## src/rtl/port_zero_pkg.sv

```systemverilog
// constants, types and helpers shared by the port zero pin control design
// What this block does
// - pull enable bit 0 disconnects the line's pull transistor, 1 connects it
// - pull direction bit 0 selects pulldown, 1 selects pullup
// - power-down drive enable 1 keeps the line's driver on in power down
// - 8-bit demultiplexed bus uses only the low half; high half stays general I/O
// - during reset every line is an input held high by internal pullup
// - line high at reset picks default option, line low picks the alternative
// - at reset end sampled bus configuration loads the first bus config register
// - at reset end high byte sample goes to read-only startup register
// - multiplexed read drives 16-bit address, then turns port to input
// - word over 8-bit bus takes two data phases, low byte then high byte
// - multiplexed writes drive data after the address phase
// - demultiplexed modes carry only data, read in or driven out
// - with external bus on, bus controller sets direction and output latch
// - alternate output path feeds the latch; pin input returns on alternate path
// - with external bus off, last written direction register rules again
package port_zero_pkg;

	localparam int LINES = 16;
	localparam int HALF  = 8;

	// register indices; byte address is four times the index
	localparam logic [15:0] IDX_PULL_SEL_LO = 16'hFE60;
	localparam logic [15:0] IDX_PULL_SEL_HI = 16'hFE62;
	localparam logic [15:0] IDX_PULL_EN_LO  = 16'hFE64;
	localparam logic [15:0] IDX_PULL_EN_HI  = 16'hFE66;
	localparam logic [15:0] IDX_PD_LO       = 16'hFE68;
	localparam logic [15:0] IDX_PD_HI       = 16'hFE6A;
	localparam logic [15:0] IDX_OUT_LO      = 16'hFE80;
	localparam logic [15:0] IDX_OUT_HI      = 16'hFE82;
	localparam logic [15:0] IDX_DIR_LO      = 16'hFE84;
	localparam logic [15:0] IDX_DIR_HI      = 16'hFE86;
	localparam logic [15:0] IDX_PIN_IN      = 16'hFE88;
	localparam logic [15:0] IDX_BUS_CFG     = 16'hFE8A;
	localparam logic [15:0] IDX_STARTUP     = 16'hFE8C;

	localparam logic [7:0] RST_PULL_SEL = 8'hFF;
	localparam logic [7:0] RST_PULL_EN  = 8'hFF;
	localparam logic [7:0] RST_PD       = 8'h00;
	localparam logic [7:0] RST_OUT      = 8'h00;
	localparam logic [7:0] RST_DIR      = 8'h00;
	localparam logic [7:0] RST_CFG      = 8'h00;

	// first bus config register fields
	localparam int CFG_EXT_EN_BIT = 0;
	localparam int CFG_MODE_LSB   = 1;

	// data phase length
	localparam int CLK_PERIOD_NS = 40;
	localparam int DATA_PHASE_NS = 120;
	localparam int DATA_CYCLES   = (DATA_PHASE_NS + CLK_PERIOD_NS - 1) / CLK_PERIOD_NS;

	typedef enum logic [1:0] {
		MODE_DEMUX8  = 2'b00,
		MODE_MUX8    = 2'b01,
		MODE_DEMUX16 = 2'b10,
		MODE_MUX16   = 2'b11
	} bus_mode_type;

	typedef enum logic [1:0] {
		ST_IDLE = 2'b00,
		ST_ADDR = 2'b01,
		ST_LOW  = 2'b11,
		ST_HIGH = 2'b10
	} seq_state_type;

	typedef struct packed {
		logic        we;
		logic        word;
		logic [15:0] addr;
		logic [15:0] wdata;
	} ext_req_type;

	typedef struct packed {
		logic        load;
		logic [15:0] drive;
		logic [15:0] data;
	} alt_out_type;

	function automatic logic [7:0] wr_byte(logic [7:0] q, logic [7:0] d, logic en);
		wr_byte = en ? d : q;
	endfunction

	function automatic logic is_bus8(bus_mode_type m);
		is_bus8 = (m == MODE_DEMUX8) || (m == MODE_MUX8);
	endfunction

endpackage

```

## src/rtl/bus_phase_sequencer.sv

```systemverilog
// external access phase sequencer driving the alternate output path
`timescale 1ns/1ps
module bus_phase_sequencer
	import port_zero_pkg::*;
#(
	parameter int PHASE_CYCLES = DATA_CYCLES
) (
	input  wire logic         ref_clk,
	input  wire logic         rst,
	input  wire logic         req_valid,
	input  wire ext_req_type  req,
	output logic              req_ready,
	input  wire bus_mode_type mode,
	input  wire logic [15:0]  pin_in,
	output alt_out_type       alt,
	output logic              rsp_valid,
	output logic [15:0]       rsp_data
);

	initial begin
		// below three a read samples before released lines reach the sync flops
		if (PHASE_CYCLES < 3 || PHASE_CYCLES > 255) begin
			$error("PHASE_CYCLES out of range");
		end
	end

	seq_state_type state_r;
	seq_state_type state_nxt;
	ext_req_type   req_r;
	logic [7:0]    cnt_r;
	logic          phase_end;
	logic          turn;
	logic          bus8;
	logic          mux;

	assign bus8      = is_bus8(mode);
	assign mux       = (mode == MODE_MUX8) || (mode == MODE_MUX16);
	assign req_ready = (state_r == ST_IDLE);
	// multiplexed read: one extra cycle so the address has left the sync flops
	assign turn      = mux && !req_r.we && (state_r == ST_LOW);
	assign phase_end = (cnt_r == (turn ? 8'(PHASE_CYCLES) : 8'(PHASE_CYCLES - 1)));

	always_comb begin
		state_nxt = state_r;
		unique case (state_r)
			ST_IDLE: if (req_valid) state_nxt = mux ? ST_ADDR : ST_LOW;
			ST_ADDR: state_nxt = ST_LOW;
			ST_LOW:  if (phase_end) state_nxt = (bus8 && req_r.word) ? ST_HIGH : ST_IDLE;
			ST_HIGH: if (phase_end) state_nxt = ST_IDLE;
		endcase
	end

	always_ff @(posedge ref_clk) begin
		if (rst) begin
			state_r <= ST_IDLE;
		end else begin
			state_r <= state_nxt;
		end
	end

	always_ff @(posedge ref_clk) begin
		if (rst || state_r != state_nxt) begin
			cnt_r <= 8'h00;
		end else if (state_r != ST_IDLE) begin
			cnt_r <= cnt_r + 8'h01;
		end
	end

	always_ff @(posedge ref_clk) begin
		if (rst) begin
			req_r <= '0;
		end else if (req_valid && req_ready) begin
			req_r <= req;
		end
	end

	// alternate output path: address first, then data or high impedance
	always_comb begin
		alt = '0;
		unique case (state_r)
			ST_IDLE: alt = '0;
			ST_ADDR: begin
				alt.load  = 1'b1;
				alt.drive = 16'hFFFF;
				alt.data  = req_r.addr;
			end
			ST_LOW, ST_HIGH: begin
				if (req_r.we) begin
					alt.load  = 1'b1;
					alt.drive = bus8 ? 16'h00FF : 16'hFFFF;
					if (!bus8) begin
						alt.data = req_r.wdata;
					end else if (state_r == ST_LOW) begin
						alt.data = {8'h00, req_r.wdata[7:0]};
					end else begin
						alt.data = {8'h00, req_r.wdata[15:8]};
					end
				end
			end
		endcase
	end

	// read sample taken on the last cycle of each data phase
	always_ff @(posedge ref_clk) begin
		if (rst) begin
			rsp_data <= 16'h0000;
		end else if (phase_end && state_r == ST_LOW) begin
			rsp_data <= bus8 ? {rsp_data[15:8], pin_in[7:0]} : pin_in;
		end else if (phase_end && state_r == ST_HIGH) begin
			rsp_data <= {pin_in[7:0], rsp_data[7:0]};
		end
	end

	always_ff @(posedge ref_clk) begin
		if (rst) begin
			rsp_valid <= 1'b0;
		end else begin
			rsp_valid <= phase_end && state_r != ST_IDLE && state_nxt == ST_IDLE;
		end
	end

endmodule

```

## src/rtl/port_zero_pin_control.sv

```systemverilog
// port zero pin control: registers, startup capture and bus takeover
`timescale 1ns/1ps
module port_zero_pin_control
	import port_zero_pkg::*;
#(
	parameter int ADR_W        = 18,
	parameter int PHASE_CYCLES = DATA_CYCLES
) (
	input  wire logic             ref_clk,
	input  wire logic             rst,
	input  wire logic [ADR_W-1:2] wb_adr_i,
	input  wire logic [31:0]      wb_dat_i,
	output logic      [31:0]      wb_dat_o,
	input  wire logic             wb_we_i,
	input  wire logic [3:0]       wb_sel_i,
	input  wire logic             wb_cyc_i,
	input  wire logic             wb_stb_i,
	output logic                  wb_ack_o,
	input  wire logic             powerdown_mode,
	input  wire logic             ext_req_valid,
	input  wire ext_req_type      ext_req,
	output logic                  ext_req_ready,
	output logic                  ext_rsp_valid,
	output logic      [15:0]      ext_rsp_data,
	input  wire logic [15:0]      pin_i,
	output logic      [15:0]      pin_o,
	output logic      [15:0]      pin_oe_n,
	output logic      [15:0]      pull_en,
	output logic      [15:0]      pull_up
);

	initial begin
		if (ADR_W < 18 || ADR_W > 32) begin
			$error("ADR_W must lie between 18 and 32");
		end
	end

	logic [15:0]  pin_s1_r;
	logic [15:0]  pin_s2_r;
	logic [15:0]  strap_r;
	logic         rst_d_r;
	logic [7:0]   pull_sel_lo_r;
	logic [7:0]   pull_sel_hi_r;
	logic [7:0]   pull_en_lo_r;
	logic [7:0]   pull_en_hi_r;
	logic [7:0]   pd_lo_r;
	logic [7:0]   pd_hi_r;
	logic [15:0]  out_r;
	logic [15:0]  out_nxt;
	logic [7:0]   dir_lo_r;
	logic [7:0]   dir_hi_r;
	logic [7:0]   bus_cfg_r;
	logic [7:0]   startup_r;
	logic         ack_r;
	logic [31:0]  dat_r;
	logic [31:0]  dat_nxt;
	logic         acc;
	logic         wr;
	logic [15:0]  idx;
	logic         ext_en;
	bus_mode_type mode;
	logic [15:0]  own_mask;
	logic [15:0]  dir_all;
	logic [15:0]  drive_nxt;
	logic [15:0]  pd_keep;
	alt_out_type  alt;

	// pins come from outside the clock domain
	always_ff @(posedge ref_clk) begin
		pin_s1_r <= pin_i;
		pin_s2_r <= pin_s1_r;
	end

	// strap capture: follows the pins all through reset, frozen after release
	always_ff @(posedge ref_clk) begin
		rst_d_r <= rst;
		if (rst) begin
			strap_r <= pin_s2_r;
		end
	end

	assign acc = wb_cyc_i && wb_stb_i && !ack_r;
	assign wr  = acc && wb_we_i;
	assign idx = wb_adr_i[17:2];

	always_ff @(posedge ref_clk) begin
		if (rst) begin
			ack_r <= 1'b0;
		end else begin
			ack_r <= acc;
		end
	end

	assign wb_ack_o = ack_r;
	assign wb_dat_o = dat_r;

	// each half is its own register, so a half write never touches the other
	always_ff @(posedge ref_clk) begin
		if (rst) begin
			pull_sel_lo_r <= RST_PULL_SEL;
			pull_sel_hi_r <= RST_PULL_SEL;
		end else if (wr && idx == IDX_PULL_SEL_LO) begin
			pull_sel_lo_r <= wr_byte(pull_sel_lo_r, wb_dat_i[7:0], wb_sel_i[0]);
		end else if (wr && idx == IDX_PULL_SEL_HI) begin
			pull_sel_hi_r <= wr_byte(pull_sel_hi_r, wb_dat_i[7:0], wb_sel_i[0]);
		end
	end

	always_ff @(posedge ref_clk) begin
		if (rst) begin
			pull_en_lo_r <= RST_PULL_EN;
			pull_en_hi_r <= RST_PULL_EN;
		end else if (wr && idx == IDX_PULL_EN_LO) begin
			pull_en_lo_r <= wr_byte(pull_en_lo_r, wb_dat_i[7:0], wb_sel_i[0]);
		end else if (wr && idx == IDX_PULL_EN_HI) begin
			pull_en_hi_r <= wr_byte(pull_en_hi_r, wb_dat_i[7:0], wb_sel_i[0]);
		end
	end

	always_ff @(posedge ref_clk) begin
		if (rst) begin
			pd_lo_r <= RST_PD;
			pd_hi_r <= RST_PD;
		end else if (wr && idx == IDX_PD_LO) begin
			pd_lo_r <= wr_byte(pd_lo_r, wb_dat_i[7:0], wb_sel_i[0]);
		end else if (wr && idx == IDX_PD_HI) begin
			pd_hi_r <= wr_byte(pd_hi_r, wb_dat_i[7:0], wb_sel_i[0]);
		end
	end

	// direction is untouched by the bus controller, so it returns as last written
	always_ff @(posedge ref_clk) begin
		if (rst) begin
			dir_lo_r <= RST_DIR;
			dir_hi_r <= RST_DIR;
		end else if (wr && idx == IDX_DIR_LO) begin
			dir_lo_r <= wr_byte(dir_lo_r, wb_dat_i[7:0], wb_sel_i[0]);
		end else if (wr && idx == IDX_DIR_HI) begin
			dir_hi_r <= wr_byte(dir_hi_r, wb_dat_i[7:0], wb_sel_i[0]);
		end
	end

	// bus config: loaded from the strap low byte at release, writable later
	always_ff @(posedge ref_clk) begin
		if (rst) begin
			bus_cfg_r <= RST_CFG;
		end else if (rst_d_r) begin
			bus_cfg_r <= strap_r[7:0];
		end else if (wr && idx == IDX_BUS_CFG) begin
			bus_cfg_r <= wr_byte(bus_cfg_r, wb_dat_i[7:0], wb_sel_i[0]);
		end
	end

	always_ff @(posedge ref_clk) begin
		if (rst) begin
			startup_r <= RST_CFG;
		end else if (rst_d_r) begin
			startup_r <= strap_r[15:8];
		end
	end

	assign ext_en = bus_cfg_r[CFG_EXT_EN_BIT];
	assign mode   = bus_mode_type'(bus_cfg_r[CFG_MODE_LSB +: 2]);

	// lines that the bus controller owns
	always_comb begin
		if (!ext_en) begin
			own_mask = 16'h0000;
		end else if (mode == MODE_DEMUX8) begin
			own_mask = 16'h00FF;
		end else begin
			own_mask = 16'hFFFF;
		end
	end

	bus_phase_sequencer #(
		.PHASE_CYCLES (PHASE_CYCLES)
	) u_seq (
		.ref_clk   (ref_clk),
		.rst       (rst),
		.req_valid (ext_req_valid && ext_en),
		.req       (ext_req),
		.req_ready (ext_req_ready),
		.mode      (mode),
		.pin_in    (pin_s2_r),
		.alt       (alt),
		.rsp_valid (ext_rsp_valid),
		.rsp_data  (ext_rsp_data)
	);

	// output latch: alternate path wins on owned lines; software writes there
	// while the bus is on give an undefined mix and are not guarded
	always_comb begin
		out_nxt = out_r;
		if (wr && idx == IDX_OUT_LO) begin
			out_nxt[7:0] = wr_byte(out_r[7:0], wb_dat_i[7:0], wb_sel_i[0]);
		end
		if (wr && idx == IDX_OUT_HI) begin
			out_nxt[15:8] = wr_byte(out_r[15:8], wb_dat_i[7:0], wb_sel_i[0]);
		end
		if (alt.load) begin
			out_nxt = (out_nxt & ~own_mask) | (alt.data & own_mask);
		end
	end

	always_ff @(posedge ref_clk) begin
		if (rst) begin
			out_r <= {RST_OUT, RST_OUT};
		end else begin
			out_r <= out_nxt;
		end
	end

	assign pin_o = out_r;

	assign dir_all = {dir_hi_r, dir_lo_r};
	assign pd_keep = powerdown_mode ? {pd_hi_r, pd_lo_r} : 16'hFFFF;

	// direction: bus controller on owned lines, direction register elsewhere
	always_comb begin
		drive_nxt = (alt.drive & own_mask) | (dir_all & ~own_mask);
		drive_nxt = drive_nxt & pd_keep;
	end

	always_ff @(posedge ref_clk) begin
		if (rst) begin
			pin_oe_n <= 16'hFFFF;
		end else begin
			pin_oe_n <= ~drive_nxt;
		end
	end

	// pulls only act on lines that are not driven
	always_ff @(posedge ref_clk) begin
		if (rst) begin
			pull_en <= 16'hFFFF;
			pull_up <= 16'hFFFF;
		end else begin
			pull_en <= {pull_en_hi_r, pull_en_lo_r} & ~drive_nxt;
			pull_up <= {pull_sel_hi_r, pull_sel_lo_r};
		end
	end

	// read mux; unmapped indices answer zero
	always_comb begin
		dat_nxt = 32'h0000_0000;
		unique case (idx)
			IDX_PULL_SEL_LO: dat_nxt[7:0] = pull_sel_lo_r;
			IDX_PULL_SEL_HI: dat_nxt[7:0] = pull_sel_hi_r;
			IDX_PULL_EN_LO:  dat_nxt[7:0] = pull_en_lo_r;
			IDX_PULL_EN_HI:  dat_nxt[7:0] = pull_en_hi_r;
			IDX_PD_LO:       dat_nxt[7:0] = pd_lo_r;
			IDX_PD_HI:       dat_nxt[7:0] = pd_hi_r;
			IDX_OUT_LO:      dat_nxt[7:0] = out_r[7:0];
			IDX_OUT_HI:      dat_nxt[7:0] = out_r[15:8];
			IDX_DIR_LO:      dat_nxt[7:0] = dir_lo_r;
			IDX_DIR_HI:      dat_nxt[7:0] = dir_hi_r;
			IDX_PIN_IN:      dat_nxt[15:0] = pin_s2_r;
			IDX_BUS_CFG:     dat_nxt[7:0] = bus_cfg_r;
			IDX_STARTUP:     dat_nxt[7:0] = startup_r;
			default:         dat_nxt = 32'h0000_0000;
		endcase
	end

	always_ff @(posedge ref_clk) begin
		if (rst) begin
			dat_r <= 32'h0000_0000;
		end else if (acc && !wb_we_i) begin
			dat_r <= dat_nxt;
		end
	end

endmodule

```

## config.mk

```make
export PLATFORM = sky130hd
export DESIGN_NAME = port_zero_pin_control
export DESIGN_NICKNAME = d
export VERILOG_FILES = /design/src/rtl/port_zero_pkg.sv /design/src/rtl/bus_phase_sequencer.sv /design/src/rtl/port_zero_pin_control.sv
export SDC_FILE = /design/constraint.sdc
export NUM_CORES = 1
export LEC_CHECK = 0
export BUFFER_PORTS_ARGS = -buffer_cell sky130_fd_sc_hd__buf_2
export CORE_UTILIZATION = 50
export CTS_CLUSTER_DIAMETER = 200
export DETAILED_ROUTE_END_ITERATION = 12
export PLACE_DENSITY = 0.74
export SYNTH_ARGS = -nofsm -noshare
export SYNTH_HDL_FRONTEND = slang
export SYNTH_SLANG_ARGS = --single-unit
```

## constraint.sdc

```tcl
create_clock -name ref_clk -period 3.6 [get_ports ref_clk]
set_input_delay 0.36 -clock ref_clk [delete_from_list [all_inputs] [get_ports ref_clk]]
set_output_delay 0.36 -clock ref_clk [all_outputs]
set_load 0.05 [all_outputs]
```

==> impl_metrics.yaml, run 1 <==
synth:
  yosysSeqAreaShare: 0.518
  synth_edf_count: 16
  syn_area_sq_um: 10800
  ys_types: 63
  ys_ff_latch: 271
  async_reset_ff_frac: 0
  synth_flop_cell: "dfxtp_1"
  ys_warn_count: 0
  netlist_instances: 1159
  yosysTopAreaCellShare: 0.473
  syn_area_per_cell_sq_um: 9.31
  synth.area.top_cells: "dfxtp_1 47%, mux2i_1 6.5%, nand2_1 6.2%, edfxtp_1 4.5%, a21oi_1 4.4%"
  yosys.area.top_type: "dfxtp_1"
cts:
  cts-root-buf: "clkbuf_16"
  numCtsBuffers: 28
  cts_max_path_buffers: 3
  clk_pin_slew_ps: 60
  cts_sinks: 271
  ctsHtreeMaxLevel: 1
  cts_tree: "built"
  clk_latency_ps: 550
setup_path:
  cp-start-kind: "flop"
  path_class: "flop to flop"
  worst-path-max-fanout: 36
  crit_path_end_kind: "flop"
  worstPathRequired_ps: 4030
  path_cells: "nor2_1, and3_1, nor3_1, nand2_1, nor2_1"
  critPathTopFamily: "simple AND/OR/NAND/NOR gates"
  crit_path_top_delay_cell: "and3_1"
  cp_common_cell: "nor2_1"
  cp.arrival_ps: 3290
  cpPeakStageDelay_ps: 1030
  cp_num_buf_inv: 0
cells_and_area:
  drive_above_1_share: 0.214
  multi_input_area_sq_um: 4710
  areaGrowthSynthToFinish_pct: 20.4
  final_nets: 1439
  n_antenna_cell: 0
  nFillCells: 1832
  most-common-layout-cells: "255 x dfxtp_1, 179 x buf_2, 178 x nand2_1"
  final_common_cell: "dfxtp_1"
  seq_area_sq_um: 5590
global_routing:
  grt_max_degree: 122
  grt_pass1_wl_um: 47200
  grt-ovfl-total: 0
  antenna_found_initial: 1
  grt_util_all_layers: 0.275
  grt_pass1_vias: 8474
sta:
  maxSlewViolCount: 0
  fin_crit_ps: 2860
  fin_crit_sh: 0.794
  worstMarginPinSlew_ps: 1170
  tns_ps: 0
  slew_headroom: 0.217
  clock.fmax_mhz: 350
  setup_viol: 0
  fin_skew_ps: 8.87
  fin_ws_ps: 740
  hold_viol: 0
  grt_setup_unrepaired: "no"
placed_design:
  place_ws_ps: 765
  io_buffers: 180
  hpwl_um: 21000
  gp_congestion: 0.951
drt:
  vias_per_cell: 5.64
  wl_um: 30900
  vias: 9175
  wire_per_inst_um: 19.0
  drt-initial-drc-count: 740
  dr.pass1.iters: 6
  ant_nets: 0
  drc: 0
die:
  initial_core_util: 0.512
  io_pins: 224
  core_area_sq_um: 21100
  die_w_um: 149
  dieHeight_um: 149
  dieArea_sq_um: 22200
  rows: 53
power_and_ir_drop:
  power_density_nw_per_um2: 498
  ir_worst_vdd_mv: 0.466
  p_leak_uw: 0.00494
outcome:
  status: "finished clean"
job:
  drv_cap: 0
min_path:
  hp-class: "primary input to flop"
-- where the power goes --
part	internal [uW]	switching [uW]	leakage, uW
clock network	1720	1210	0.000470
logic	127	267	0.00224
registers	3090	54.9	0.00223
-- kinds of logic (layout without fill, tap and decap cells) --
kind of cell | count (synthesis) | after routing | synth area share
buf+inv | 129 | 306 | 0.0508
compound gates | 271 | 271 | 0.170
fa+ha+maj | 1 | 1 | 0.00116
flops | 271 | 271 | 0.518
mux | 81 | 81 | 0.0785
xor+xnor | 8 | 8 | 0.00650
simple gates | 397 | 397 | 0.175
other cells | 1 | 16 | 0.000348
-- routing by layer --
layer  track usage  up-vias  part of all wire
li1              -     4354                 -
met5             0        -                 0
met4         0.114        0             0.041
met3        0.0581       75             0.085
met1         0.360     4334              0.41
met2         0.440      412              0.46
-- layout make-up --
type,instances,area share
clock inverters,11,0.0111
clock buffers,41,0.0623
flip-flops and latches,271,0.430
multi-input cells,774,0.363
repair buffers,221,0.0976
inverters,33,0.00954
well taps,275,0.0265
-- synth_stat cells (3+ instances only) --
cell type,count
mux2_2,9
nand4_1,5
clkbuf_1,72
nor4_2,4
nor3_1,10
a22o_1,9
nor2_1,82
o21ai_0,26
buf_4,16
mux2i_1,70
a221o_1,17
nand3_1,9
or2_2,19
a32o_1,3
a21oi_1,94
o21a_1,16
buf_2,3
nor4_1,6
a221oi_1,5
a211o_1,32
and2_1,3
inv_1,33
a22oi_1,16
xor2_1,6
dfxtp_1,255
a211oi_1,9
and3_1,4
nand2_1,178
nand3b_1,5
nor3b_1,3
a31oi_1,10
edfxtp_1,16
nor2b_1,43
nand2b_1,13
a32oi_1,5
buf_1,5
o22ai_1,11
-- repair_timing --
| item | in CTS | in global routing |
|---|---|---|
| setup buffers | 0 | 0 |
| endpoints found under the setup margin | 0 | 0 |
| resized for setup | 0 | 0 |
| hold buffers | 16 | 0 |
| hold endpoints to repair | 16 | 0 |
-- per-stage QoR --
| step | cells | total power [uW] | util | hold WS, ps | instance area [sq um] |
|---|---|---|---|---|---|
| after floorplan | 1174 | 3450 | - | 310 | 10800 |
| after global placement | 1558 | 3570 | 0.563 | 310 | 11900 |
| after detailed placement | 1558 | 3580 | 0.563 | 312 | 11900 |
| after CTS | 1626 | 6480 | 0.616 | 28.7 | 13000 |
| after global routing | 1626 | 6670 | 0.616 | 34.7 | 13000 |
| final | 1626 | 6460 | 0.616 | 41.9 | 13000 |
-- final timing paths --
check	start	end	slack, ps	cells after the start
worst min-delay path	ext_req[16]	u_seq.req_r[16]	40	3
worst min register to register	pin_s1_r[12]	pin_s2_r[12]	330	0
worst max-delay path	u_seq.state_r[1]	u_seq.cnt_r[6]	740	5
worst max register to register	u_seq.state_r[1]	u_seq.cnt_r[6]	740	5
-- worst min-delay path, stage by stage --
cell and delay (ps):
buf_2 100, nand2_1 40, a21oi_1 50
-- registers in the layout (all words and copies together), names as in the netlist, 16 cells and up --
| register | flops |
|---|---|
| pin_o | 16 |
| pin_oe_n | 16 |
| pin_s1_r | 16 |
| pin_s2_r | 16 |
| pull_en | 16 |
| pull_up | 16 |
| strap_r | 16 |
| u_seq.req_r | 34 |
| u_seq.rsp_data | 16 |
| wb_dat_o | 16 |
Power figures use the tool's default switching activity.
==> run 2, diff against run 1 <==
- clock period: 3.6 -> 2.9 ns (I/O delays scaled with it)
==> run 2 against run 1 <==
Worst setup slack got worse by 160 ps. Die area did not move. Sequential share of layout area shrank 1.0 points. Via count is 1.8% higher. Critical path depth is 2 lower. Power is 24% higher. Count of clock-buffer cells in the layout down 9. Global-route usage is 0.065 points higher.
==> impl_metrics.yaml, run 2 (same netlist as run 1, synthesis figures left out) <==
outcome:
  status: "finished clean"
placed_design:
  hpwl_um: 21100
  place_ws_ps: 386
  io_buffers: 180
  gp_congestion: 0.923
setup_path:
  crit_path_end_kind: "primary output"
  worstPathRequired_ps: 2610
  worst-path-max-fanout: 18
  cp.arrival_ps: 2030
  r2r_cells: 4
  path_class: "flop to primary output"
  cp-start-kind: "flop"
cts:
  cts_sinks: 271
  hold_buffers: 42
  cts_tree: "built"
  clk_latency_ps: 540
  cts_resized: 0
  cts_max_path_buffers: 3
  cts-root-buf: "clkbuf_16"
  ctsHtreeMaxLevel: 1
  clk_pin_slew_ps: 60
  numCtsBuffers: 27
  cts_setup_buffers: 0
power_and_ir_drop:
  p_leak_uw: 0.00509
  power_density_nw_per_um2: 600
  p_sw_uw: 1860
  p_seq_frac: 0.487
  p_int_uw: 6130
  ir_worst_vdd_mv: 0.637
  clock_power_share: 0.445
  p_comb_frac: 0.067
  switching_share: 0.233
cells_and_area:
  drive_above_1_share: 0.212
  largest_reg_flops: 34
  areaGrowthSynthToFinish_pct: 23.3
  final_common_cell: "dfxtp_1"
  seq_area_sq_um: 5590
  final_nets: 1475
  nFillCells: 1763
  most-common-layout-cells: "255 x dfxtp_1, 179 x buf_2, 178 x nand2_1"
  top_register: "u_seq.req_r"
  multi_input_area_sq_um: 4710
drt:
  drc: 0
  drt-initial-drc-count: 839
  wire_per_inst_um: 18.8
  dr.pass1.iters: 6
  vias_per_cell: 5.62
  wl_um: 31200
  vias: 9336
  ant_nets: 0
die:
  core_area_sq_um: 21100
  dieArea_sq_um: 22200
  rows: 53
  dieHeight_um: 149
  die_w_um: 149
  initial_core_util: 0.512
  io_pins: 224
global_routing:
  grt_util_all_layers: 0.276
  grt_pass1_wl_um: 47400
  antenna_found_initial: 0
  grt_pass1_vias: 8606
  grt-ovfl-total: 0
  grt_max_degree: 76
sta:
  grt_setup_unrepaired: "no"
  fin_ws_ps: 579
  fin_crit_ps: 2320
  fin_crit_sh: 0.800
  setup_viol: 0
  fin_skew_ps: 13.1
  maxSlewViolCount: 0
  clock.fmax_mhz: 431
  tns_ps: 0
  worstMarginPinSlew_ps: 1030
  hold_viol: 0
  slew_headroom: 0.315
job:
  drv_cap: 0
min_path:
  hp-class: "primary input to flop"
  min_delay_path_depth: 3
==> run 2: cell count changes in the layout (fill, tap and decap cells not counted), sizes merged <==
cell | before | now
buf | 205 | 215
clkinvlp | 0 | 1
diode | 0 | 1
bufinv | 2 | 4
clkinv | 7 | 11
clkbuf | 41 | 32
dlygate4sd3 | 16 | 43
==> run 2: power groups by stage <==
stage               sequential (uW)  combinational (uW)  clock [uW]
finish                         3890                 536        3560
global route                   3900                 570        3760
CTS                            3890                 523        3610
detailed placement             3980                 479           0
global placement               3970                 474           0
floorplan                      3960                 328           0
==> run 2: path summary, 6_finish.rpt <==
kind / start / endpoint / slack, ps
max: u_seq.state_r[1] / ext_req_ready / 580
max reg2reg: bus_cfg_r[0] / pull_en[14] / 720
min: ext_req[13] / u_seq.req_r[13] / 10
min reg2reg: pin_s1_r[7] / pin_s2_r[7] / 330
==> run 2: worst max-delay path, cell delays in order (launching register included) <==
cell and delay, ps:
dfxtp_1 410, buf_4 250, nor2_1 470, buf_2 370
==> run 2: cell type report <==
cell class                      count  area share
Sequential cell                   271       0.420
Multi-Input combinational cell    774       0.354
Timing Repair Buffer              258       0.122
Clock buffer                       32      0.0529
Tap cell                          275      0.0259
Clock inverter                     18      0.0158
Inverter                           33     0.00931
Antenna cell                        1    0.000188
==> run 2: per-stage QoR <==
| step | instance area, sq um | std cells | hold slack (ps) | util | total power [uW] |
|---|---|---|---|---|---|
| 2_1_floorplan | 10800 | 1174 | 310 | - | 4280 |
| 3_3_place_gp | 12000 | 1568 | 310 | 0.567 | 4450 |
| 3_5_place_dp | 12000 | 1568 | 312 | 0.567 | 4450 |
| 4_1_cts | 13300 | 1660 | 0.409 | 0.630 | 8030 |
| 5_1_grt | 13300 | 1661 | 6.75 | 0.631 | 8230 |
| 6_report | 13300 | 1662 | 14.1 | 0.631 | 7990 |
==> run 2: metal layers <==
metal  track usage  up-vias  routed length [um]
li1              -     4443                   -
met3        0.0483       79                2380
met1         0.362     4390               13000
met5             0        -                   0
met2         0.454      424               14600
met4         0.100        0                1200
